[src/hdl/ump_pkg.sv]
// Package with constants and types for the multiprocessor UART receiver filter
// Function
// - Receiver takes 16 samples per bit normally, 8 in double speed.
// - First vote sample is 8 normally, 4 in double speed.
// - Middle vote sample is 9 normally, 5 in double speed.
// - Normal speed, eight bits, accepts about 95.36 to 104.58 percent rate.
// - With filter enabled in standard mode, data frames are discarded, never buffered.
// - Address filtering works only in standard mode, not extended mode.
// - Transmitter behaviour ignores the filter enable bit.
// - With 5 to 8 data bits, first stop bit is frame type.
// - With nine data bits, received ninth bit is frame type.
// - Frame type one means address, zero means data.
// - Address frames under filtering are buffered and flagged like any frame.
// - Filtering slave ignores data frames until next address frame.
// - Transmitter and receiver share one character size setting.
// - Each bit decided by two-of-three vote of centre samples.
// - Double speed select cuts baud divisor from 16 to 8.
package ump_pkg;

    // Wishbone register word offsets (byte addresses)
    localparam logic [3:0] UMP_ADDR_CTRL   = 4'h0;
    localparam logic [3:0] UMP_ADDR_STATUS = 4'h4;
    localparam logic [3:0] UMP_ADDR_DATA   = 4'h8;
    localparam logic [3:0] UMP_ADDR_BAUD   = 4'hC;

    // Control register field positions
    localparam int UMP_CTL_FILTER = 0;
    localparam int UMP_CTL_DOUBLE = 1;
    localparam int UMP_CTL_RXEN   = 2;
    localparam int UMP_CTL_EXT    = 3;
    localparam int UMP_CTL_PAR_EN = 4;
    localparam int UMP_CTL_PAR_OD = 5;
    localparam int UMP_CTL_SIZE   = 8;

    // Reset values
    localparam logic [10:0] UMP_CTRL_RST = 11'h300;
    localparam logic [11:0] UMP_BAUD_RST = 12'h000;

    // Samples per bit, vote positions and nine-bit size code
    localparam logic [3:0] UMP_SPB_NORM   = 4'hF;
    localparam logic [3:0] UMP_SPB_DBL    = 4'h7;
    localparam logic [3:0] UMP_FIRST_NORM = 4'h8;
    localparam logic [3:0] UMP_FIRST_DBL  = 4'h4;
    localparam logic [3:0] UMP_MID_NORM   = 4'h9;
    localparam logic [3:0] UMP_MID_DBL    = 4'h5;
    localparam logic [2:0] UMP_SIZE_NINE  = 3'h7;

    // Receiver states
    typedef enum logic [1:0] {
        UMP_IDLE  = 2'b00,
        UMP_START = 2'b01,
        UMP_BITS  = 2'b10,
        UMP_STOP  = 2'b11
    } ump_rx_state_t;

    // One received character with its status
    typedef struct packed {
        logic       frame_err;
        logic       parity_err;
        logic       ninth;
        logic [7:0] data;
    } ump_char_t;

    // Wishbone request bundle
    typedef struct packed {
        logic        cyc;
        logic        stb;
        logic        we;
        logic [3:0]  sel;
        logic [3:0]  adr;
        logic [31:0] dat;
    } ump_wb_req_t;

endpackage

[src/hdl/ump_vote.sv]
// Two-of-three majority voter over one bit's centre samples
`timescale 1ns/1ps
`default_nettype none
module ump_vote (
    input  wire logic [2:0] samples_i,
    output logic            bit_o
);
    // Majority of three
    assign bit_o = (samples_i[0] & samples_i[1]) | (samples_i[0] & samples_i[2]) |
                   (samples_i[1] & samples_i[2]);
endmodule
`default_nettype wire

[src/hdl/ump_rxbuf.sv]
// Two-entry receive buffer holding characters with status
`timescale 1ns/1ps
`default_nettype none
module ump_rxbuf
    import ump_pkg::*;
(
    input  wire logic      clk_i,
    input  wire logic      rst_i,
    input  wire logic      flush_i,
    input  wire logic      push_i,
    input  wire ump_char_t push_data_i,
    input  wire logic      pop_i,
    output ump_char_t      head_o,
    output logic [1:0]     count_o
);
    import ump_pkg::*;

    typedef struct packed {
        ump_char_t  e0;
        ump_char_t  e1;
        logic [1:0] cnt;
    } ump_buf_state_t;

    ump_buf_state_t s_reg;
    ump_buf_state_t s_next;

    // Shift-out on pop, append on push
    always_comb begin
        s_next = s_reg;
        if (pop_i && s_reg.cnt != 2'h0) begin
            s_next.e0  = s_reg.e1;
            s_next.cnt = s_reg.cnt - 2'h1;
        end
        if (push_i && s_next.cnt != 2'h2) begin
            if (s_next.cnt == 2'h0) begin
                s_next.e0 = push_data_i;
            end else begin
                s_next.e1 = push_data_i;
            end
            s_next.cnt = s_next.cnt + 2'h1;
        end
        if (flush_i) begin
            s_next.cnt = 2'h0;
        end
    end

    // State register
    always_ff @(posedge clk_i) begin
        if (rst_i) begin
            s_reg <= '0;
        end else begin
            s_reg <= s_next;
        end
    end

    assign head_o  = s_reg.e0;
    assign count_o = s_reg.cnt;
endmodule
`default_nettype wire

[src/hdl/ump_uart_rx.sv]
// UART receiver with oversampling, majority vote and address filter
//
// The implementer's own choices: the Wishbone interface to the registers and the placing of the registers.
`timescale 1ns/1ps
`default_nettype none
module ump_uart_rx (
    input  wire logic                 clk_i,
    input  wire logic                 rst_i,
    input  wire ump_pkg::ump_wb_req_t wb_req_i,
    output logic [31:0]               wb_dat_o,
    output logic                      wb_ack_o,
    input  wire logic                 rxd_i,
    output logic [2:0]                char_size_sel_o,
    output logic                      rx_ready_o
);
    import ump_pkg::*;

    ////////////////////////////////////////////////////////////////////
    // State
    typedef struct packed {
        logic [10:0]   ctrl;
        logic [11:0]   baud_divisor;
        logic [11:0]   pre_cnt;
        logic [3:0]    samp_cnt;
        logic [3:0]    bit_cnt;
        logic [2:0]    votes;
        logic [8:0]    shift;
        logic          par_acc;
        logic          overrun_pend;
        logic          overrun_flag;
        logic          rxd_prev;
        ump_rx_state_t st;
        logic          ack;
        logic [31:0]   rdat;
        logic          ready;
    } ump_state_t;

    ump_state_t s_reg;
    ump_state_t s_next;

    ////////////////////////////////////////////////////////////////////
    // Derived controls
    logic       dbl;
    logic       filt_on;
    logic [2:0] size_code;
    logic [3:0] nbits;
    logic [3:0] spb_last;
    logic [3:0] first_s;
    logic [3:0] mid_s;
    logic       tick;
    logic       voted;
    logic       wb_go;
    logic       rd_data;
    logic       frame_type;
    logic       keep_frame;
    logic       push;
    ump_char_t  push_char;
    ump_char_t  head;
    logic [1:0] fill;
    logic       flush;

    assign dbl       = s_reg.ctrl[UMP_CTL_DOUBLE];
    assign filt_on   = s_reg.ctrl[UMP_CTL_FILTER] & ~s_reg.ctrl[UMP_CTL_EXT];
    assign size_code = s_reg.ctrl[UMP_CTL_SIZE +: 3];
    // Data bits from the shared size setting
    assign nbits     = (size_code == UMP_SIZE_NINE) ? 4'h9 :
                       {1'b0, size_code} + 4'h5;
    assign spb_last  = dbl ? UMP_SPB_DBL : UMP_SPB_NORM;
    assign first_s   = dbl ? UMP_FIRST_DBL : UMP_FIRST_NORM;
    assign mid_s     = dbl ? UMP_MID_DBL : UMP_MID_NORM;
    assign tick      = (s_reg.pre_cnt == 12'h000);
    assign wb_go     = wb_req_i.cyc & wb_req_i.stb & ~s_reg.ack;
    assign rd_data   = wb_go & ~wb_req_i.we & (wb_req_i.adr == UMP_ADDR_DATA);
    assign flush     = ~s_reg.ctrl[UMP_CTL_RXEN];

    // Majority vote of the three centre samples
    ump_vote u_vote (
        .samples_i ({rxd_i, s_reg.votes[1:0]}),
        .bit_o     (voted)
    );

    // Frame type: ninth bit for nine-bit frames, first stop bit otherwise
    assign frame_type = (nbits == 4'h9) ? s_reg.shift[8] : voted;
    // Data frames dropped while filtering; address frames kept
    assign keep_frame = ~filt_on | frame_type;

    ////////////////////////////////////////////////////////////////////
    // Two-entry receive buffer
    assign push = (s_reg.st == UMP_STOP) && tick && (s_reg.samp_cnt == first_s + 4'h2)
                  && keep_frame && (fill != 2'h2);
    assign push_char.frame_err  = ~voted;
    assign push_char.parity_err = s_reg.ctrl[UMP_CTL_PAR_EN] &
                                  (s_reg.par_acc ^ s_reg.ctrl[UMP_CTL_PAR_OD]);
    assign push_char.ninth      = (nbits == 4'h9) ? s_reg.shift[8] : 1'b0;
    assign push_char.data       = (nbits == 4'h9) ? s_reg.shift[7:0] :
                                  s_reg.shift[8:1] >> (4'h8 - nbits);

    ump_rxbuf u_buf (
        .clk_i       (clk_i),
        .rst_i       (rst_i),
        .flush_i     (flush),
        .push_i      (push),
        .push_data_i (push_char),
        .pop_i       (rd_data),
        .head_o      (head),
        .count_o     (fill)
    );

    ////////////////////////////////////////////////////////////////////
    // Next-state logic
    always_comb begin
        s_next     = s_reg;
        s_next.ack = 1'b0;
        // Line level remembered per sample tick for start edge detection
        s_next.rxd_prev = tick ? rxd_i : s_reg.rxd_prev;
        s_next.ready = s_reg.ctrl[UMP_CTL_RXEN];

        // Sample tick prescaler from baud divisor
        s_next.pre_cnt = tick ? s_reg.baud_divisor : s_reg.pre_cnt - 12'h001;

        if (tick) begin
            unique case (s_reg.st)
                UMP_IDLE: begin
                    // High to low transition only; a low stop bit is no start
                    if (s_reg.rxd_prev && !rxd_i && s_reg.ctrl[UMP_CTL_RXEN]) begin
                        s_next.st       = UMP_START;
                        s_next.samp_cnt = 4'h2;
                    end
                end
                UMP_START: begin
                    s_next.samp_cnt = s_reg.samp_cnt + 4'h1;
                    if (s_reg.samp_cnt == first_s || s_reg.samp_cnt == mid_s) begin
                        s_next.votes = {s_reg.votes[1:0], rxd_i};
                    end
                    if (s_reg.samp_cnt == first_s + 4'h2) begin
                        if (voted) begin
                            s_next.st = UMP_IDLE; // Noise spike
                        end else begin
                            s_next.st      = UMP_BITS;
                            s_next.bit_cnt = 4'h0;
                            s_next.par_acc = 1'b0;
                            // Overrun memorised when buffer full at new start
                            s_next.overrun_pend = (fill == 2'h2);
                        end
                    end
                    if (s_reg.samp_cnt == spb_last) begin
                        s_next.samp_cnt = 4'h0;
                    end
                end
                UMP_BITS, UMP_STOP: begin
                    s_next.samp_cnt = (s_reg.samp_cnt == spb_last) ? 4'h0 :
                                      s_reg.samp_cnt + 4'h1;
                    if (s_reg.samp_cnt == first_s || s_reg.samp_cnt == mid_s) begin
                        s_next.votes = {s_reg.votes[1:0], rxd_i};
                    end
                    if (s_reg.samp_cnt == first_s + 4'h2) begin
                        if (s_reg.st == UMP_STOP) begin
                            s_next.st = UMP_IDLE;
                            if (keep_frame && s_reg.overrun_pend) begin
                                s_next.overrun_flag = 1'b1;
                            end
                        end else begin
                            s_next.bit_cnt = s_reg.bit_cnt + 4'h1;
                            s_next.par_acc = s_reg.par_acc ^ voted;
                            if (s_reg.bit_cnt < nbits) begin
                                s_next.shift = (nbits == 4'h9) ?
                                    {voted, s_reg.shift[8:1]} : {voted, s_reg.shift[8:1]};
                            end
                            if (s_reg.bit_cnt ==
                                nbits - {3'h0, ~s_reg.ctrl[UMP_CTL_PAR_EN]}) begin
                                s_next.st = UMP_STOP;
                            end
                        end
                    end
                end
            endcase
        end

        // Wishbone slave
        if (wb_go) begin
            s_next.ack  = 1'b1;
            s_next.rdat = 32'h0000_0000;
            if (wb_req_i.we) begin
                if (wb_req_i.adr == UMP_ADDR_CTRL) begin
                    if (wb_req_i.sel[0]) s_next.ctrl[7:0] = wb_req_i.dat[7:0];
                    if (wb_req_i.sel[1]) s_next.ctrl[10:8] = wb_req_i.dat[10:8];
                end else if (wb_req_i.adr == UMP_ADDR_BAUD) begin
                    if (wb_req_i.sel[0]) s_next.baud_divisor[7:0] = wb_req_i.dat[7:0];
                    if (wb_req_i.sel[1]) s_next.baud_divisor[11:8] = wb_req_i.dat[11:8];
                end
            end else begin
                unique case (wb_req_i.adr)
                    UMP_ADDR_CTRL:   s_next.rdat = {21'h0, s_reg.ctrl};
                    UMP_ADDR_STATUS: s_next.rdat = {26'h0, fill, s_reg.overrun_flag,
                                                    head.parity_err & (fill != 2'h0),
                                                    head.frame_err & (fill != 2'h0),
                                                    fill != 2'h0};
                    UMP_ADDR_DATA:   s_next.rdat = {23'h0, head.ninth, head.data};
                    UMP_ADDR_BAUD:   s_next.rdat = {20'h0, s_reg.baud_divisor};
                    default:         s_next.rdat = 32'h0000_0000;
                endcase
                if (rd_data) begin
                    s_next.overrun_flag = 1'b0;
                end
            end
        end

        // Receiver disable aborts reception and flags
        if (flush) begin
            s_next.st           = UMP_IDLE;
            s_next.overrun_flag = 1'b0;
            s_next.overrun_pend = 1'b0;
        end
    end

    // State register
    always_ff @(posedge clk_i) begin
        if (rst_i) begin
            s_reg      <= '0;
            s_reg.ctrl <= UMP_CTRL_RST;
            s_reg.baud_divisor <= UMP_BAUD_RST;
            s_reg.rxd_prev <= 1'b1;
        end else begin
            s_reg <= s_next;
        end
    end

    assign wb_dat_o        = s_reg.rdat;
    assign wb_ack_o        = s_reg.ack;
    assign char_size_sel_o = s_reg.ctrl[UMP_CTL_SIZE +: 3];
    assign rx_ready_o      = s_reg.ready;

    ////////////////////////////////////////////////////////////////////
    // Assertions
    a_ack_one_cycle: assert property (@(posedge clk_i) disable iff (rst_i) // none
        wb_ack_o |=> !wb_ack_o) else $error("ack held two cycles");
    a_drop_data_frame: assert property (@(posedge clk_i) disable iff (rst_i)
        (filt_on && !frame_type && s_reg.st == UMP_STOP) |-> !push)
        else $error("data frame buffered while filtering");
    a_keep_addr: assert property (@(posedge clk_i) disable iff (rst_i)
        (s_reg.st == UMP_STOP && tick && s_reg.samp_cnt == first_s + 4'h2 &&
         frame_type && fill == 2'h0) |-> push) else $error("address frame lost");
    a_ext_no_filter: assert property (@(posedge clk_i) disable iff (rst_i)
        s_reg.ctrl[UMP_CTL_EXT] |-> !filt_on) else $error("filter in extended mode");
    a_spb_mode: assert property (@(posedge clk_i) disable iff (rst_i)
        spb_last == (dbl ? 4'h7 : 4'hF)) else $error("wrong samples per bit");
    a_first_vote: assert property (@(posedge clk_i) disable iff (rst_i)
        first_s == (dbl ? 4'h4 : 4'h8)) else $error("wrong first vote sample");
    a_mid_vote: assert property (@(posedge clk_i) disable iff (rst_i)
        mid_s == (dbl ? 4'h5 : 4'h9)) else $error("wrong middle vote sample");
    a_fill_pop: assert property (@(posedge clk_i) disable iff (rst_i)
        (rd_data && fill == 2'h1 && !push && !flush) |=> fill == 2'h0)
        else $error("buffer not popped");
endmodule
`default_nettype wire

[config.mk]
export PLATFORM = sky130hd
export DESIGN_NAME = ump_uart_rx
export DESIGN_NICKNAME = d
export VERILOG_FILES = /design/src/hdl/ump_pkg.sv /design/src/hdl/ump_vote.sv /design/src/hdl/ump_rxbuf.sv /design/src/hdl/ump_uart_rx.sv
export SDC_FILE = /design/constraint.sdc
export NUM_CORES = 1
export LEC_CHECK = 0
export BUFFER_PORTS_ARGS = -buffer_cell sky130_fd_sc_hd__buf_4
export CORE_ASPECT_RATIO = 1.75
export CORE_UTILIZATION = 50
export CTS_CLUSTER_SIZE = 25
export DETAILED_ROUTE_END_ITERATION = 8
export GPL_ROUTABILITY_DRIVEN = 1
export GPL_TIMING_DRIVEN = 0
export PLACE_DENSITY = 0.74
export RECOVER_POWER = 25
export SLEW_MARGIN = 20
export SYNTH_ARGS = -nofsm -noshare
export SYNTH_HDL_FRONTEND = slang
export SYNTH_SLANG_ARGS = --single-unit
[constraint.sdc]
create_clock -name clk_i -period 3.05 [get_ports clk_i]
set_clock_uncertainty 0.2 [all_clocks]
set_input_delay 0.1525 -clock clk_i [delete_from_list [all_inputs] [get_ports clk_i]]
set_output_delay 0.1525 -clock clk_i [all_outputs]
set_load 0.01 [all_outputs]
# Yosys cells after proc, flatten, opt, wreduce, memory -nomap -nowiden
# Index checks and enable logic that the tools add are counted.
# totals
ff_bits	119
latch_bits	0
mem_bits_rw	0
romBits	0
in_bits	46
out_inout_bits	37
word_cells	162
n_memories	0
# op_classes
n_addsub	9
n_mul	0
n_div	0
magnitude_cmp	1
eq_ne	22
shifts	1
mux	46
bitwise	26
reduce_logical	31
# ops
operator	count
$pmux W12 S4	1
$mux W4	10
$mux W11	3
$mux W33	1
$mux W12	2
$mux W24	1
$eq A4 B4 Y1	5
$mux W10	2
$reduce_and A5 Y1	4
$mux W2	9
$ne A2 B2 Y1 const B	7
$pmux W7 S2	1
$eq A4 B4 Y1 const B	3
$logic_not A12 Y1	1
$reduce_and A4 Y1	3
$sub A12 B1 Y12 const B	1
$and A1 B1 Y1	11
$mux W1	10
$not A1 Y1	10
$logic_and A1 B1 Y1	9
$mux W9	1
$add A4 B1 Y4 const B	2
$mux W8	1
$pmux W4 S2	1
other kinds (27)	37

# Logic depth before layout (Yosys ltp)
# Gate-level depths: netlist (run 1).
# depth
word_depth	14
ltp_mapped	12
depth_no_buf	11

# Hierarchy
# Synthesis (run 1) repeated with hierarchy kept, for this count alone.
# hier_totals
hier_cells	620
hier_area_um2	5614.1
# by_module_without_submodules
module	instances	cells_each	area_per_inst_um2	seq_area_each_um2
ump_uart_rx	1	490	4270.3	1481.4
ump_rxbuf	1	129	1332.5	480.5
ump_vote	1	1	11.3	0.0

# Worst setup path before layout (run 1)
# OpenSTA, ideal clock, no wires.
# synth_timing
path_kind	input to register
from	in wb_req_i[40] in the netlist's numbering
to	reg u_buf.s_reg (netlist bit u_buf.head_o[1])
setup_ns	0.086
arrival_ns	2.572
required_ns	2.764
slack_ns	0.192
cell_stages	12
path_buffers	3
cell_sequence	clkbuf_1 -> or3_4 -> nor4_4 -> buf_6 -> mux2i_1 -> ha_1 -> nor2_1 -> nand2_1 -> a2111oi_4 -> buf_2 -> nor2_1 -> a211oi_1
# synth_via
elab_chain_cells	8
elab_cells_between_ends	11
classes_between	1 x eq/ne; 4 x mux; 3 x bitwise; 3 x reduce/logical
# synth_lines
item	line	text
from (decl)	ump_uart_rx.sv:9	input wire ump_pkg::ump_wb_req_t wb_req_i,
$not A1 Y1 (*)	ump_uart_rx.sv:73	assign rd_data = wb_go & ~wb_req_i.we & (wb_req_i.adr == UMP_ADDR_DATA);
$and A1 B1 Y1 (*) (2 in a row)	ump_uart_rx.sv:73	
$logic_and A1 B1 Y1 (*)	ump_rxbuf.sv:30	if (pop_i && s_reg.cnt != 2'h0) begin
$mux W2	ump_rxbuf.sv:30	
$logic_not A2 Y1 / $ne A2 B2 Y1 (equally long branches)	ump_rxbuf.sv:35, ump_rxbuf.sv:34	
$mux W11 / $logic_and A1 B1 Y1 (equally long branches)	ump_rxbuf.sv:35, ump_rxbuf.sv:34	
$mux W24 (*)	ump_rxbuf.sv:34	if (push_i && s_next.cnt != 2'h2) begin
to (signal assigned)	ump_rxbuf.sv:52	s_reg <= s_next;
to (decl)	ump_rxbuf.sv:24	ump_buf_state_t s_reg;
# Mark *: on every way between the ends. The rest lies on a longest branch, timed or not.
# A chain may end at the register's enable or synchronous reset.

# Final worst setup path (run 1)
# layout_timing
from	reg u_buf.s_reg (netlist bit u_buf.count_o[0])
to	reg u_buf.s_reg (netlist bit u_buf.head_o[3])
# layout_via
elab_chain_cells	6
elab_cells_between_ends	12
classes_between	1 x add/sub; 2 x eq/ne; 4 x mux; 5 x reduce/logical
# layout_lines
item	line
parallel branches: the longest is 5 deep, another holds $sub A2 B1 Y2	n/a
$mux W24 (*)	ump_rxbuf.sv:34
# Mark *: on every way between the ends.

==> results of run 1 <==
worst max path at each step:
| stage | slack [ns] | cells after the start | end |
|---|---|---|---|
| floorplan | 0.19 | 12 | u_buf.head_o[1]$_SDFF_PP0_ |
| detailed placement | -0.33 | 9 | u_buf.s_reg[3]$_SDFFE_PP0P_ |
| global placement | -0.24 | 9 | u_buf.s_reg[12]$_SDFFE_PP0P_ |
| global route | 0.02 | 11 | u_buf.head_o[0]$_SDFF_PP0_ |
| finish | 0.12 | 12 | u_buf.head_o[3]$_SDFF_PP0_ |
| CTS | 0.01 | 9 | u_buf.s_reg[3]$_SDFFE_PP0P_ |
metal layers:
metal,share of wire [%],wire length (µm),vias to the layer above
met2,51,8190,159
met5,0,0,-
li1,-,-,2458
met1,38,6120,2443
met3,3.6,572,68
met4,7.6,1220,0
cell type report:
cell class                 count  area share (%)
inverter                      18            1.04
clock buffer                  11            3.60
clock inverter                 5           0.947
sequential                    98            29.2
multi-input combinational    469            50.1
buffer                        72            6.50
tap                          132            2.45
timing repair buffer          58            6.17
worst max-delay path, stage by stage, from the launching register on:
cell and delay [ns]:
sky130_fd_sc_hd__dfxtp_1 0.34, sky130_fd_sc_hd__inv_1 0.09, sky130_fd_sc_hd__ha_2 0.23, sky130_fd_sc_hd__nor4_4 0.33
sky130_fd_sc_hd__buf_6 0.15, sky130_fd_sc_hd__mux2i_1 0.12, sky130_fd_sc_hd__ha_2 0.22, sky130_fd_sc_hd__nor2_4 0.13
sky130_fd_sc_hd__nand2_2 0.11, sky130_fd_sc_hd__a2111oi_4 0.42, sky130_fd_sc_hd__buf_4 0.22, sky130_fd_sc_hd__nor2_1 0.05
sky130_fd_sc_hd__a211oi_1 0.21
per-stage QoR:
step / hold slack, ns / cells
2_1_floorplan: 0.0737 / 657
3_3_place_gp: 0.195 / 827
3_5_place_dp: 0.199 / 827
4_1_cts: 0.0863 / 861
5_1_grt: 0.115 / 863
6_report: 0.0964 / 863
where the power goes:
part | total, W | internal [W] | switching, W
logic | 0.000647 | 0.000269 | 0.000378
registers | 0.00142 | 0.00134 | 0.0000790
clock network | 0.00117 | 0.000663 | 0.000508
cells in the mapped netlist (all sizes together) (4+ instances only):
cell type   n  area share [%]
nor3b       4            0.53
nand2b     14             1.5
and2        5            0.59
clkbuf     23             1.5
or3         7            0.86
nor2       85             5.6
nand4       6            0.77
dfxtp      98              34
xnor2      10             1.5
a211oi     30             4.0
nand3b      5            0.66
o211ai      6            0.88
buf        49             6.0
a22oi      14             1.8
a31oi       5            0.55
nand2      26             1.8
or4         5            0.66
mux2       13             2.6
nor4        5             1.0
a211o       5            0.77
xor2        4            0.61
mux4        4             1.6
nor3       17             1.8
and3        5            0.55
nand3      17             1.6
a32oi       7             1.1
mux2i      41             7.2
o21ai      12             1.1
inv        18             1.2
a21oi      28             2.5
ha         18             4.0
a311oi      6             1.0
nor2b       5            0.55
kinds of logic (layout without fill, tap and decap cells):
group	Yosys count	after routing	share of synthesized area [%]
simple gates	220	220	21.1
buf+inv	90	164	8.70
fa+ha+maj	19	19	4.13
other cells	1	20	0.0658
mux	58	58	11.4
flops	98	98	34.4
xor+xnor	14	14	2.15
compound gates	138	138	18.1
repair_timing:
item / CTS / global route
buffers inserted: 5 / 1
endpoints found under the hold margin: 25 / 0
gates cloned: 0 / 1
gates resized for setup: 10 / 16
endpoints found under the setup margin: 33 / 33
pin swaps: 3 / 4
hold buffers: 13 / 0
==> PnR_summary.wiki, run 1 <==
{| class="wikitable"
! Metric !! Value
|-
| Run status || complete, no violations
|-
| Startpoint Class || flop
|-
| DR vias/cell || slightly below 6
|-
| CP startpoint || u_buf.count_o[0]$_SDFF_PP0_
|-
| FF/Latch Area || 0.00196 mm²
|-
| Starting DRT DRC Count || about 220
|-
| Flop2flop setup slack || 0.12 ns
|-
| Max transition margin || 45.2%
|-
| Final design instance area without fill || slightly below 0.007 mm²
|-
| Global routing's busiest layer || met2
|-
| Wire length per cell after detailed routing || 18.7 µm
|-
| Total power consumption of the routed design || ~0.0032 W
|-
| Routing usage on met1 || about 28%
|-
| Number of routed nets with antenna violations || 0
|-
| Top FF cell, synth || sky130_fd_sc_hd__dfxtp_1
|-
| Static leakage power || about 2.6 nW
|-
| Top Ports || between 80 and 90
|-
| Initial antenna violation count || 0
|-
| TritonCTS clock tree || built
|-
| Final worst path period need || just under 3 ns
|-
| Cell area after placement || roughly 0.0062 mm²
|-
| H-tree depth || 3
|-
| Power density over the cells || 481 mW/mm²
|-
| Root buffer cell || sky130_fd_sc_hd__clkbuf_16
|-
| Global routing usage summed across all routing layers || between 20% and 30%
|-
| Largest net degree at the start of global routing || 17
|-
| Post-placement setup slack || -0.330 ns
|-
| Placeable core region || approximately 0.011 mm²
|-
| Transition at the pin with the smallest max-transition slack || ~0.82 ns
|-
| Async S/R FF share, synth || 0%
|-
| Critical path start-end classification || reg2reg
|-
| Post-route setup TNS || 0 ns
|-
| Clock insertion delay at the later pin of the skew report || approximately 0.35 ns
|-
| DRC violation count after routing || 0
|-
| Port Buffers || 38
|-
| Wire length of the first global-routing pass || roughly 25 mm
|-
| Met2 routing resource usage after global routing || between 50% and 60%
|-
| Final Cycle Share || approximately 96%
|-
| Half-perimeter wire length after detailed placement || 12.2 mm
|-
| Total routed wirelength || between 15 and 20 mm
|-
| Reg2reg path depth || 12
|-
| YS warnings || 0
|-
| Hold path depth || 3
|-
| Commonest non-fill, non-tap cell in the layout || sky130_fd_sc_hd__dfxtp_1
|-
| Number of enable flip-flop cells after synthesis || 0
|-
| Max Slew Vio Count || 0
|-
| # clock sinks || roughly 100
|-
| Post-synth design cell area || roughly 0.0057 mm²
|-
| Number of buffers on the longest clock path || 2
|-
| Unrepaired setup endpoints after global routing || true
|-
| Reg-to-Reg End || u_buf.head_o[3]$_SDFF_PP0_
|-
| # setup viols final || 0
|-
| Ant diodes || 0
|-
| Startpoint of the most critical hold path || wb_req_i[37]
|-
| Register area share after synthesis || roughly a third
|-
| Site row count || 51
|-
| Number of flip-flops and latches in the synthesized netlist || a little under 100
|-
| Global-route congestion overflow total || 0
|-
| Number of distinct library cells after synthesis || between 70 and 80
|-
| Hold endpoint || char_size_sel_o[1]$_SDFFE_PP1P_
|-
| Clock edge transition at the registers on the reported setup and hold paths || about 0.07 ns
|-
| Via count || around 5.1k
|-
| Initial Util || 51.3%
|-
| Class of the tightest hold or removal check || in2reg
|-
| Maximum ir drop on the vdd rail || ~0.46 mV
|-
| Fillcell total || ~990
|-
| Synth-to-Final Area Change || 18.2%
|-
| Met3 Resource Use GR || about 5.3%
|-
| Final Hold Vio Count || 0
|-
| DIE AREA || 0.0118 mm²
|-
| Total of max-cap violations || 0
|-
| Gpl congestion || between 0.9 and 1
|-
| Setup slack of the critical path after layout || approximately 0.12 ns
|-
| Total CTS buffers || 9
|-
| Horizontal extent of the die || 82.7 µm
|-
| Commonest non-fill, non-tap cells in the layout || sky130_fd_sc_hd__dfxtp_1, sky130_fd_sc_hd__nor2_1, sky130_fd_sc_hd__buf_4
|-
| Average instance area after synthesis || 8.93 µm²
|-
| Vias in the first global route || around 5.1k
|-
| Number of nets in the final layout || around 800
|-
| Fmax || approximately 340 MHz
|-
| Overall die height || roughly 140 µm
|-
| Flip-flop count of the largest register after layout || 54
|-
| Endpoint class of the critical path || flop
|-
| Maximum fanout encountered on the critical timing path || 5
|-
| Layout cells sized above 1 || 20.1%
|-
| Worst path arrival time || 2.98 ns
|-
| Synthesized netlist cell count || approximately 640
|-
| Area of combinational cells with multiple inputs || about 0.0034 mm²
|-
| Final cell utilization of the core || roughly three fifths
|-
| Required time of the worst setup path || 3.11 ns
|-
| Launching point of the worst reg2reg path || u_buf.count_o[0]$_SDFF_PP0_
|-
| Iteration count of the initial detailed-routing pass || 4
|}
No activity file was read; power rests on OpenSTA's default activity.
==> run 2, diff against run 1 <==
--- a/config.mk
+++ b/config.mk
@@ -8,6 +8,7 @@
 export BUFFER_PORTS_ARGS = -buffer_cell sky130_fd_sc_hd__buf_4
 export CORE_ASPECT_RATIO = 1.75
 export CORE_UTILIZATION = 50
+export CTS_BUF_LIST = sky130_fd_sc_hd__clkbuf_4
 export CTS_CLUSTER_SIZE = 25
 export DETAILED_ROUTE_END_ITERATION = 8
 export GPL_ROUTABILITY_DRIVEN = 1
==> PnR_summary.wiki, run 2 (same netlist as run 1, synthesis figures left out) <==
{| class="wikitable"
! Metric !! Value
|-
| DR vias/cell || 5.94 (about the same)
|-
| Total routed wirelength || 16.2 mm (was 16.1 mm)
|-
| Required time of the worst setup path || 3.23 ns (was 3.11 ns)
|-
| Number of routed nets with antenna violations || 0 (unchanged)
|-
| Placeable core region || 0.0111 mm² (unchanged)
|-
| Flip-flop count of the largest register after layout || 54 (unchanged)
|-
| Iteration count of the initial detailed-routing pass || 5 (was 4)
|-
| Maximum fanout encountered on the critical timing path || 5 (unchanged)
|-
| Largest net degree at the start of global routing || 17 (unchanged)
|-
| Starting DRT DRC Count || 282 (was 218)
|-
| Total of max-cap violations || 0 (unchanged)
|-
| Static leakage power || 2.60 nW (was 2.65 nW)
|-
| # clock sinks || 98 (unchanged)
|-
| Fmax || 329 MHz (was 342 MHz)
|-
| DRC violation count after routing || 0 (unchanged)
|-
| Port Buffers || 38 (unchanged)
|-
| Horizontal extent of the die || 82.7 µm (unchanged)
|-
| DIE AREA || 0.0118 mm² (unchanged)
|-
| Clock edge transition at the registers on the reported setup and hold paths || 0.15 ns (was 0.07 ns)
|-
| Maximum ir drop on the vdd rail || 0.404 mV (was 0.458 mV)
|-
| Global routing usage summed across all routing layers || 28.2% (was 28.6%)
|-
| Gpl congestion || 0.937 (unchanged)
|-
| TritonCTS clock tree || built (unchanged)
|-
| Commonest non-fill, non-tap cells in the layout || sky130_fd_sc_hd__dfxtp_1, sky130_fd_sc_hd__nor2_1, sky130_fd_sc_hd__buf_4 (unchanged)
|-
| Final Hold Vio Count || 0 (unchanged)
|-
| Final Cycle Share || 99.5% (was 96.0%)
|-
| Final worst path period need || 3.04 ns (was 2.93 ns)
|-
| Run status || complete, no violations (unchanged)
|-
| Initial Util || 51.3% (unchanged)
|-
| Endpoint class of the critical path || flop (unchanged)
|-
| Site row count || 51 (unchanged)
|-
| Top Ports || 83 (unchanged)
|-
| Max Slew Vio Count || 0 (unchanged)
|-
| Smallest hold slack || 0.0115 ns (was 0.0964 ns)
|-
| Wire length per cell after detailed routing || 18.6 µm (was 18.7 µm)
|-
| Clock insertion delay at the later pin of the skew report || 0.47 ns (was 0.35 ns)
|-
| # setup viols final || 0 (unchanged)
|-
| Cell area after placement || 0.00622 mm² (unchanged)
|-
| Synth-to-Final Area Change || 16.5% (was 18.2%)
|-
| Half-perimeter wire length after detailed placement || 12.2 mm (unchanged)
|-
| Overall die height || 143 µm (unchanged)
|-
| Root buffer cell || sky130_fd_sc_hd__clkbuf_4 (was sky130_fd_sc_hd__clkbuf_16)
|-
| H-tree depth || 3 (unchanged)
|-
| Global-route congestion overflow total || 0 (unchanged)
|-
| Transition at the pin with the smallest max-transition slack || 0.706 ns (was 0.822 ns)
|-
| Total CTS buffers || 9 (unchanged)
|-
| Vias in the first global route || 5029 (was 5070)
|-
| Max transition margin || 52.5% (was 45.2%)
|-
| Final design instance area without fill || 0.00664 mm² (was 0.00674 mm²)
|-
| Number of buffers on the longest clock path || 2 (unchanged)
|-
| Layout cells sized above 1 || 19.7% (was 20.1%)
|-
| Via count || 5164 (was 5128)
|-
| Commonest non-fill, non-tap cell in the layout || sky130_fd_sc_hd__dfxtp_1 (unchanged)
|-
| Number of nets in the final layout || 796 (was 790)
|-
| Startpoint Class || input pin (was flop)
|-
| Critical path start-end classification || in2reg (was reg2reg)
|-
| Fillcell total || 1007 (was 988)
|-
| Worst path arrival time || 3.21 ns (was 2.98 ns)
|-
| Initial antenna violation count || 1 (was 0)
|-
| Class of the tightest hold or removal check || in2reg (unchanged)
|-
| Power density over the cells || 420 mW/mm² (was 481 mW/mm²)
|-
| Wire length of the first global-routing pass || 24.8 mm (was 25.2 mm)
|}
[run 2: cell types whose count changed in the layout (fill, tap and decap cells not counted), moves of 2 or more]
cell,delta
sky130_fd_sc_hd__dlygate4sd3_1,+7
sky130_fd_sc_hd__clkbuf_16,-9
sky130_fd_sc_hd__dfxtp_2,-2
sky130_fd_sc_hd__clkbuf_4,+12
sky130_fd_sc_hd__buf_4,-3
[run 2: layer usage]
metal | GRT usage, % | routed length, µm
met2 | 49.0 | 8230
met3 | 4.54 | 597
met1 | 27.9 | 5970
met5 | 0 | 0
met4 | 24.0 | 1390
[run 2: final timing paths]
kind / from / endpoint / slack, ns / depth (start not counted)
setup / recovery: wb_req_i[32] / u_buf.head_o[4]$_SDFF_PP0_ / 0.01 / 13
hold / removal: wb_req_i[33] / wb_dat_o[0]$_SDFFE_PP0P_ / 0.01 / 5
setup reg to reg: u_buf.count_o[1]$_SDFF_PP0_ / u_buf.head_o[4]$_SDFF_PP0_ / 0.08 / 12
hold reg to reg: s_reg[36]$_SDFFE_PP1P_ / s_reg[36]$_SDFFE_PP1P_ / 0.30 / 2
[run 2: worst max-delay path, cell delays in order]
cell,delay (ns)
sky130_fd_sc_hd__dlygate4sd3_1,0.53
sky130_fd_sc_hd__buf_4,0.14
sky130_fd_sc_hd__or3_4,0.37
sky130_fd_sc_hd__nor4_4,0.36
sky130_fd_sc_hd__buf_6,0.15
sky130_fd_sc_hd__mux2i_2,0.09
sky130_fd_sc_hd__ha_2,0.21
sky130_fd_sc_hd__nor2_4,0.15
sky130_fd_sc_hd__nand2_2,0.11
sky130_fd_sc_hd__a2111oi_4,0.47
sky130_fd_sc_hd__buf_4,0.23
sky130_fd_sc_hd__nor2_1,0.05
sky130_fd_sc_hd__a211oi_1,0.19
[run 2: layout make-up]
cell class / instances / area (µm²) / area share, %
multi-input cells: 469 / 3370 / 50.8
inverters: 18 / 70.1 / 1.06
repair buffers: 65 / 482 / 7.26
flip-flops and latches: 98 / 1970 / 29.6
well taps: 132 / 165 / 2.49
clock buffers: 10 / 75.1 / 1.13
clock inverters: 6 / 67.6 / 1.02
diodes: 1 / 2.50 / 0.0377
plain buffers: 71 / 434 / 6.54
[run 2: metrics by stage]
step                util (%)  power [W]  setup slack, ns  instances  TNS, ns
floorplan                  -    0.00191            0.192        657        0
global placement        56.0    0.00205           -0.244        827    -3.62
detailed placement      56.0    0.00207           -0.330        827    -5.44
CTS                     59.7    0.00278          0.00975        866        0
global route            59.8    0.00292          -0.0513        870   -0.271
finish                  59.8    0.00279           0.0145        870        0
[run 2: what timing repair did]
action | CTS | global route
hold buffers | 20 | 0
buffers inserted | 4 | 2
pin swaps | 2 | 6
gates resized for setup | 7 | 19
hold endpoints to repair | 27 | 0
gates cloned | 0 | 1
endpoints found under the setup margin | 33 | 29
[run 2: where the power goes]
group,leakage (nW),internal (W),switching (W)
combinational,1.73,0.000272,0.000382
clock,0.0742,0.000261,0.000450
sequential,0.792,0.00134,0.0000792
total,2.60,0.00188,0.000911
